`src/design/illum_ctrl_pkg.sv`:
```
package illum_ctrl_pkg;

  // ----------------------------------------------------------------
  // Register map
  // ----------------------------------------------------------------
  localparam logic [7:0] illum_driver_ctrl_addr = 8'h90;
  localparam logic [7:0] sequencer_config_addr = 8'h91;
  localparam logic [7:0] illum_status_addr = 8'hfe;

  localparam logic [7:0] illum_driver_ctrl_reset = 8'hc4;
  localparam logic [7:0] sequencer_config_reset = 8'h03;
  localparam logic [7:0] unmapped_read_value = 8'h00;

  // ----------------------------------------------------------------
  // Fields of the driver control register
  // ----------------------------------------------------------------
  localparam int invert_bit = 1;
  localparam int main_select_bit = 2;
  localparam int preheat_bit = 3;
  localparam int torch_bit = 4;
  localparam int aux_select_bit = 5;

  // ----------------------------------------------------------------
  // Fields of the status register
  // ----------------------------------------------------------------
  localparam int status_main_active_bit = 0;
  localparam int status_aux_active_bit = 1;
  localparam int status_main_oe_n_bit = 2;
  localparam int status_aux_oe_n_bit = 3;

  typedef enum logic [1:0] {
    pad_open_drain = 2'b01,
    pad_push_pull = 2'b10
  } pad_kind_type;

endpackage

```
`src/design/illum_stage_if.sv`:
```
`timescale 1ns/1ps

interface illum_stage_if;
  logic enable;
  logic invert;
  logic torch;
  logic modulation;
  logic level;

  modport ctrl (
    output enable,
    output invert,
    output torch,
    output modulation,
    input level
  );

  modport stage (
    input enable,
    input invert,
    input torch,
    input modulation,
    output level
  );
endinterface

```
`src/design/illumination_driver_control.sv`:
```
`timescale 1ns/1ps


module illumination_driver_control
  import illum_ctrl_pkg::*;
(
  input wire logic mclk_in,
  input wire logic reset_in,
  input wire logic clk_en_in,
  input wire logic reg_wr_en_in,
  input wire logic reg_rd_en_in,
  input wire logic [7:0] reg_addr_in,
  input wire logic [7:0] reg_wdata_in,
  output logic [7:0] reg_rdata_out,
  output logic reg_rvalid_out,
  input wire logic modulation_in,
  output logic illum_drive_main_out,
  output logic illum_drive_main_oe_n_out,
  output logic illum_drive_aux_out,
  output logic illum_drive_aux_oe_n_out,
  output logic preheat_en_out,
  output logic [7:0] sequencer_config_out
);

  // ----------------------------------------------------------------
  // Register storage
  // ----------------------------------------------------------------
  logic [7:0] driver_ctrl_q;
  logic [7:0] sequencer_config_q;
  logic [7:0] status_value;
  logic [7:0] rdata_d;

  // Reserved bits are stored so software reads back what it wrote
  always_ff @(posedge mclk_in) begin
    if (reset_in) begin
      driver_ctrl_q <= illum_driver_ctrl_reset;
    end else if (clk_en_in && reg_wr_en_in && reg_addr_in == illum_driver_ctrl_addr) begin
      driver_ctrl_q <= reg_wdata_in;
    end
  end

  always_ff @(posedge mclk_in) begin
    if (reset_in) begin
      sequencer_config_q <= sequencer_config_reset;
    end else if (clk_en_in && reg_wr_en_in && reg_addr_in == sequencer_config_addr) begin
      sequencer_config_q <= reg_wdata_in;
    end
  end

  assign sequencer_config_out = sequencer_config_q;

  // ----------------------------------------------------------------
  // Preheat
  // ----------------------------------------------------------------
  always_ff @(posedge mclk_in) begin
    if (reset_in) begin
      preheat_en_out <= illum_driver_ctrl_reset[preheat_bit];
    end else if (clk_en_in) begin
      preheat_en_out <= driver_ctrl_q[preheat_bit];
    end
  end

  // ----------------------------------------------------------------
  // Output stages
  // ----------------------------------------------------------------
  illum_stage_if main_if ();
  illum_stage_if aux_if ();

  assign main_if.enable = driver_ctrl_q[main_select_bit];
  assign main_if.invert = driver_ctrl_q[invert_bit];
  assign main_if.torch = driver_ctrl_q[torch_bit];
  assign main_if.modulation = modulation_in;

  assign aux_if.enable = driver_ctrl_q[aux_select_bit];
  assign aux_if.invert = driver_ctrl_q[invert_bit];
  assign aux_if.torch = driver_ctrl_q[torch_bit];
  assign aux_if.modulation = modulation_in;

  illum_output_stage #(
    .pad_kind(pad_open_drain)
  ) main_stage (
    .mclk_in(mclk_in),
    .reset_in(reset_in),
    .clk_en_in(clk_en_in),
    .ctl(main_if.stage),
    .pad_out(illum_drive_main_out),
    .pad_oe_n_out(illum_drive_main_oe_n_out)
  );

  illum_output_stage #(
    .pad_kind(pad_push_pull)
  ) aux_stage (
    .mclk_in(mclk_in),
    .reset_in(reset_in),
    .clk_en_in(clk_en_in),
    .ctl(aux_if.stage),
    .pad_out(illum_drive_aux_out),
    .pad_oe_n_out(illum_drive_aux_oe_n_out)
  );

  // ----------------------------------------------------------------
  // Status and read path
  // ----------------------------------------------------------------
  always_comb begin
    status_value = 8'h00;
    status_value[status_main_active_bit] = main_if.level & main_if.enable;
    status_value[status_aux_active_bit] = aux_if.level & aux_if.enable;
    status_value[status_main_oe_n_bit] = illum_drive_main_oe_n_out;
    status_value[status_aux_oe_n_bit] = illum_drive_aux_oe_n_out;
  end

  always_comb begin
    if (reg_addr_in == illum_driver_ctrl_addr) begin
      rdata_d = driver_ctrl_q;
    end else if (reg_addr_in == sequencer_config_addr) begin
      rdata_d = sequencer_config_q;
    end else if (reg_addr_in == illum_status_addr) begin
      rdata_d = status_value;
    end else begin
      rdata_d = unmapped_read_value;
    end
  end

  // Registered read data keeps the output free of decode glitches
  always_ff @(posedge mclk_in) begin
    if (reset_in) begin
      reg_rdata_out <= 8'h00;
      reg_rvalid_out <= 1'b0;
    end else if (clk_en_in) begin
      reg_rvalid_out <= reg_rd_en_in;
      if (reg_rd_en_in) begin
        reg_rdata_out <= rdata_d;
      end
    end
  end

endmodule // illumination_driver_control

```
`src/design/illum_output_stage.sv`:
```
`timescale 1ns/1ps

module illum_output_stage
  import illum_ctrl_pkg::*;
#(
  parameter pad_kind_type pad_kind = pad_push_pull
) (
  input wire logic mclk_in,
  input wire logic reset_in,
  input wire logic clk_en_in,
  illum_stage_if.stage ctl,
  output logic pad_out,
  output logic pad_oe_n_out
);

  logic level;

  // Torch wins over modulation; polarity applied last
  assign level = (ctl.torch ? 1'b1 : ctl.modulation) ^ ctl.invert;
  assign ctl.level = level;

  // ----------------------------------------------------------------
  // Registered pad drive
  // ----------------------------------------------------------------
  always_ff @(posedge mclk_in) begin
    if (reset_in) begin
      pad_out <= 1'b0;
      pad_oe_n_out <= 1'b1;
    end else if (clk_en_in) begin
      if (!ctl.enable) begin
        // Disabled pad floats; off-chip termination sets its level
        pad_out <= 1'b0;
        pad_oe_n_out <= 1'b1;
      end else if (pad_kind == pad_open_drain) begin
        // Open drain can only pull low: conductive when level is high
        pad_out <= 1'b0;
        pad_oe_n_out <= ~level;
      end else begin
        pad_out <= level;
        pad_oe_n_out <= 1'b0;
      end
    end
  end

endmodule // illum_output_stage

```
`config.mk`:
```
export PLATFORM = sky130hd
export DESIGN_NAME = illumination_driver_control
export DESIGN_NICKNAME = d
export VERILOG_FILES = /design/src/design/illum_ctrl_pkg.sv /design/src/design/illum_stage_if.sv /design/src/design/illumination_driver_control.sv /design/src/design/illum_output_stage.sv
export SDC_FILE = /design/constraint.sdc
export NUM_CORES = 1
export LEC_CHECK = 0
export ABC_AREA = 1
export ABC_CLOCK_PERIOD_IN_PS = 3020
export BUFFER_PORTS_ARGS = -buffer_cell sky130_fd_sc_hd__buf_4
export CORE_AREA = 5 5 58 60
export CTS_CLUSTER_SIZE = 28
export DETAILED_ROUTE_END_ITERATION = 10
export DIE_AREA = 0 0 63 65
export HOLD_SLACK_MARGIN = 0.12
export PLACE_DENSITY = 0.77
export SLEW_MARGIN = 30
export SYNTH_ARGS = -nofsm -noshare
export SYNTH_HDL_FRONTEND = slang
export SYNTH_SLANG_ARGS = --single-unit
```
`constraint.sdc`:
```
create_clock -name mclk_in -period 3.02 [get_ports mclk_in]
set_input_delay 0.604 -clock mclk_in [delete_from_list [all_inputs] [get_ports mclk_in]]
set_output_delay 0.604 -clock mclk_in [all_outputs]
set_load 0.05 [all_outputs]
```
# Word-level counts from Yosys, hierarchy flattened
# Index checks and enable logic that the tools add are counted.
# totals
register_bits	29
out_inout_bits	22
word_cells	26
in_bits	22
# classes
muxes	7
eq_ne	3
bitwise	4
reduce_logical	4
# ops
op	n
$eq A8 B8 Y1 const B	3
$mux W8	2
$mux W1	4
$mux W4	1
$logic_and A1 B1 Y1	3
$and A1 B1 Y1	2
$reduce_and A2 Y1	1
$not A1 Y1	1
$xor A1 B1 Y1	1

# Depth between registers and ports, before layout
# depth
depth_word	6
depth_mapped	8
ltp_nobuf	8

# Modules after synthesis
# A second synthesis with hierarchy kept.
# unflattened
hier_cells	212
area_unflattened_um2	1406.3
# by_module_without_submodules
module	area_each_um2	n_inst	cells_each	seq_area_each_um2
illumination_driver_control	1231.2	1	184	520.5
illum_output_stage (aux_stage)	103.8	1	15	40.0
illum_output_stage (main_stage)	71.3	1	13	20.0

# Least setup slack after synthesis
# OpenSTA, ideal clock, no wires.
# synth_timing
path_type	input to register
from	input reg_addr_in[6]
to	register sequencer_config_q[0] (netlist: sequencer_config_out[0])
path_stages	7
slack_ns	1.487
n_path_buf	1
t_arrival_ns	1.413
setup_time_ns	0.121
path_cell_list	inv_1 nand4_1 nor3_4 nand2_4 buf_6 nand2_1 nand3_1
# synth_via
elab_chain_cells	2
# synth_lines
item	line_no	source
start, declared	illumination_driver_control.sv:12	input wire logic [7:0] reg_addr_in,
$eq A8 B8 Y1	illumination_driver_control.sv:45	end else if (clk_en_in && reg_wr_en_in && reg_addr_in == sequencer_config_addr) begin
$logic_and A1 B1 Y1	illumination_driver_control.sv:45	
end signal, assigned	illumination_driver_control.sv:44	sequencer_config_q <= sequencer_config_reset;
end signal, assigned	illumination_driver_control.sv:46	sequencer_config_q <= reg_wdata_in;
end, declared	illumination_driver_control.sv:29	logic [7:0] sequencer_config_q;
# Every way passes these cells.
# A chain may end at the register's enable or synchronous reset.

# Worst setup path after layout
# layout_timing
from	input reg_addr_in[6]
to	register driver_ctrl_q[4]
# layout_via
elab_chain_cells	2
# layout_lines
item	line_no	source
$eq A8 B8 Y1	illumination_driver_control.sv:37	end else if (clk_en_in && reg_wr_en_in && reg_addr_in == illum_driver_ctrl_addr) begin
$logic_and A1 B1 Y1	illumination_driver_control.sv:37	
end signal, assigned	illumination_driver_control.sv:36	driver_ctrl_q <= illum_driver_ctrl_reset;
end signal, assigned	illumination_driver_control.sv:38	driver_ctrl_q <= reg_wdata_in;
end, declared	illumination_driver_control.sv:28	logic [7:0] driver_ctrl_q;
# Every way passes these cells.

==> run summary <==
total number of vias - 1351
Endpoint, Worst Hold - aux_stage.pad_out
Yosys reg bits - 29
post-synth net total - 218
Top delay family on crit path - simple AND/OR/NAND/NOR gates
Slew Viols, Final - 0
Initial Utilization - 0.468
Reg2Reg Setup Slack - 1.91 ns
Mapped Cells - 196
fraction of layout cells with a size suffix above 1 - 0.238
R2R Path End - reg_rdata_out[1]
Post CTS Setup Buffer Count - 0
I/O Pins - 44
largest fanout on the critical path - 10
critical path type - primary input to flip-flop
Hold Path Class - flip-flop to flip-flop
Post-Route WL - 3180 um
syn_area_per_cell - 6.87 sq um
CTS tree - yes
vias per std cell - 4.97
# rows - 20
GRT busiest layer - met2
max_slew headroom - 0.624
Worst VDD drop - 0.000338 V
CTS Root Cell - clkbuf_4
Final HPWL DP - 2390 um
worst path bufs/invs - 2
DR pass1 iterations - 4
leading cell type in the layout, fill and taps excluded - nand2_1
Congestion Overflow GR - 0
ANT cells - 0
max incr delay on CP - 0.32 ns
Worst-Margin Slew - 0.563 ns
CP startpoint kind - primary input
pwr dens - 423 nW/um^2
Setup TNS - 0 ns
Clock Latency Late Sink - 0.32 ns
YS warnings - 0
final instance area - 1720 sq um
Sink Count - 29
Die Ht - 65 um
# resized after CTS - 0
reg2reg path depth - 7
Worst R2R Start - driver_ctrl_q[4]
max cap viols - 0
Hold Path Cell Cnt - 2
CTS buffer count - 5
RSZ-0062 raised after global routing - no
min-delay src - aux_stage.pad_out
met2 usage - 0.268
Synth cell types - 23
Clock Pin Slew Worst Setup and Hold Paths - 0.09 ns
first-pass GRT wire length - 5360 um
status - complete, no violations
Seq/Total Area, Yosys - 0.431
Avg WL per Cell - 11.7 um
slowest library cell on the worst path - nor2_2
Nets - 261
WP data required - 3.23 ns
most frequent cells in the layout - nand2_1 (47), buf_4 (42), nor2_1 (31)
Crit. End Element - flip-flop
synth-to-layout area growth - 27.8%
initial detailed-routing violation count - 55
initial antenna violation count - 0
Tmin final - 1.56 ns
Fin. Hold Viols - 0
Synth Cell Area - 1350 sq um
sequence of cells on the critical path - buf_4, inv_1, nand4_1, nor2_2, nand2_2, o21ai_0, nor2_1
# setup viols final - 0
total core area - 2880 sq um
Clock Skew - 0.00427 ns
Post-route DRC - 0
largest net degree at the start of global routing - 22
H-tree depth - 2
hold_ws - 0.468 ns
vias in the first global route - 1261
hold buffer count at cts - 0
Routed Antenna Nets - 0
maximum clock path buffer count - 2
placed inst area - 1670 sq um
grt met1 use - 0.189
Final period util - 0.517
die area - 4100 sq um
WP data arrival - 1.78 ns
fmax - 640 MHz
routability cong. - 0.799
leak pwr - 0.902 nW
chip width - 63 um
Port-buffer cells - 42
global-route usage over all layers - 0.168
FILL cells - 279
met3 GRT Util - 0.0867
[worst register-to-register path, cell delays in order (launching register included)]
cell     delay [ns]
dfxtp_1        0.35
o21ai_0        0.16
nand2_1        0.09
nor2_1         0.14
nand2_1        0.07
nand2_1        0.06
nand2_1        0.06
a21oi_1        0.13
[through the flow]
stage,power (mW),cells,setup WS [ns],util
finish,0.728,272,1.46,0.598
global route,0.769,272,1.36,0.598
CTS,0.734,272,1.48,0.598
detailed placement,0.498,265,1.17,0.579
global placement,0.498,265,1.20,0.579
floorplan,0.458,196,1.49,-
[cell usage after synthesis]
cell / instances / area, sq um
nand2_1: 47 / 176
nor2_1: 31 / 116
dfxtp_1: 29 / 581
inv_1: 23 / 86.3
a21oi_1: 16 / 80.1
o21ai_0: 13 / 65.1
nand3_1: 11 / 55.1
a21o_1: 4 / 30.0
nand2_2: 3 / 18.8
buf_4: 2 / 15.0
clkbuf_1: 2 / 7.51
inv_2: 2 / 7.51
nand4_1: 2 / 12.5
o2111ai_1: 2 / 17.5
buf_1: 1 / 3.75
buf_6: 1 / 11.3
conb_1: 1 / 3.75
nand2_4: 1 / 11.3
nor2_2: 1 / 6.26
nor2_4: 1 / 11.3
nor2b_1: 1 / 6.26
nor3_4: 1 / 16.3
o211ai_1: 1 / 7.51
[sequential cells by signal, indices dropped and copies added (netlist names)]
signal / count
reg_rvalid_out: 1
main_stage.pad_oe_n_out: 1
preheat_en_out: 1
reg_rdata_out: 8
driver_ctrl_q: 8
aux_stage.pad_oe_n_out: 1
sequencer_config_out: 8
aux_stage.pad_out: 1
[cell type report]
type                            count  area [sq um]  area share
Sequential cell                    29           581       0.337
Inverter                           25          93.8      0.0545
Tap cell                           33          41.3      0.0240
Timing Repair Buffer               42           315       0.183
Multi-Input combinational cell    136           634       0.369
Clock buffer                        7          55.1      0.0320
[per-layer routing]
metal	wire, um	part of all wire
met1	1410	0.44
met2	1480	0.47
met3	224	0.070
met4	65	0.020
met5	0	0
[where the power goes]
| group | total [mW] | switching (mW) | internal [mW] |
|---|---|---|---|
| clock network | 0.239 | 0.130 | 0.110 |
| registers | 0.392 | 0.00373 | 0.388 |
| logic | 0.0967 | 0.0610 | 0.0357 |
[cells by family after synthesis]
logic type             Yosys count  synth area share
buffers and inverters           31            0.0976
flip-flops                      29             0.431
other                            1           0.00279
AO/OA/AOI/OAI                   36             0.149
AND/OR/NAND/NOR                 99             0.320
[worst max path at each step]
stage | slack (ns) | startpoint | to | cells after the start
2_1_floorplan | 1.49 | reg_addr_in[6] | sequencer_config_out[0] | 7
3_3_place_gp | 1.20 | reg_addr_in[6] | driver_ctrl_q[2] | 7
3_5_place_dp | 1.17 | reg_addr_in[6] | driver_ctrl_q[2] | 7
4_1_cts | 1.48 | aux_stage.pad_oe_n_out | illum_drive_aux_oe_n_out | 1
5_1_grt | 1.36 | reg_addr_in[6] | driver_ctrl_q[4] | 7
6_report | 1.46 | reg_addr_in[6] | driver_ctrl_q[4] | 7
No activity file was read; power rests on OpenSTA's default activity.
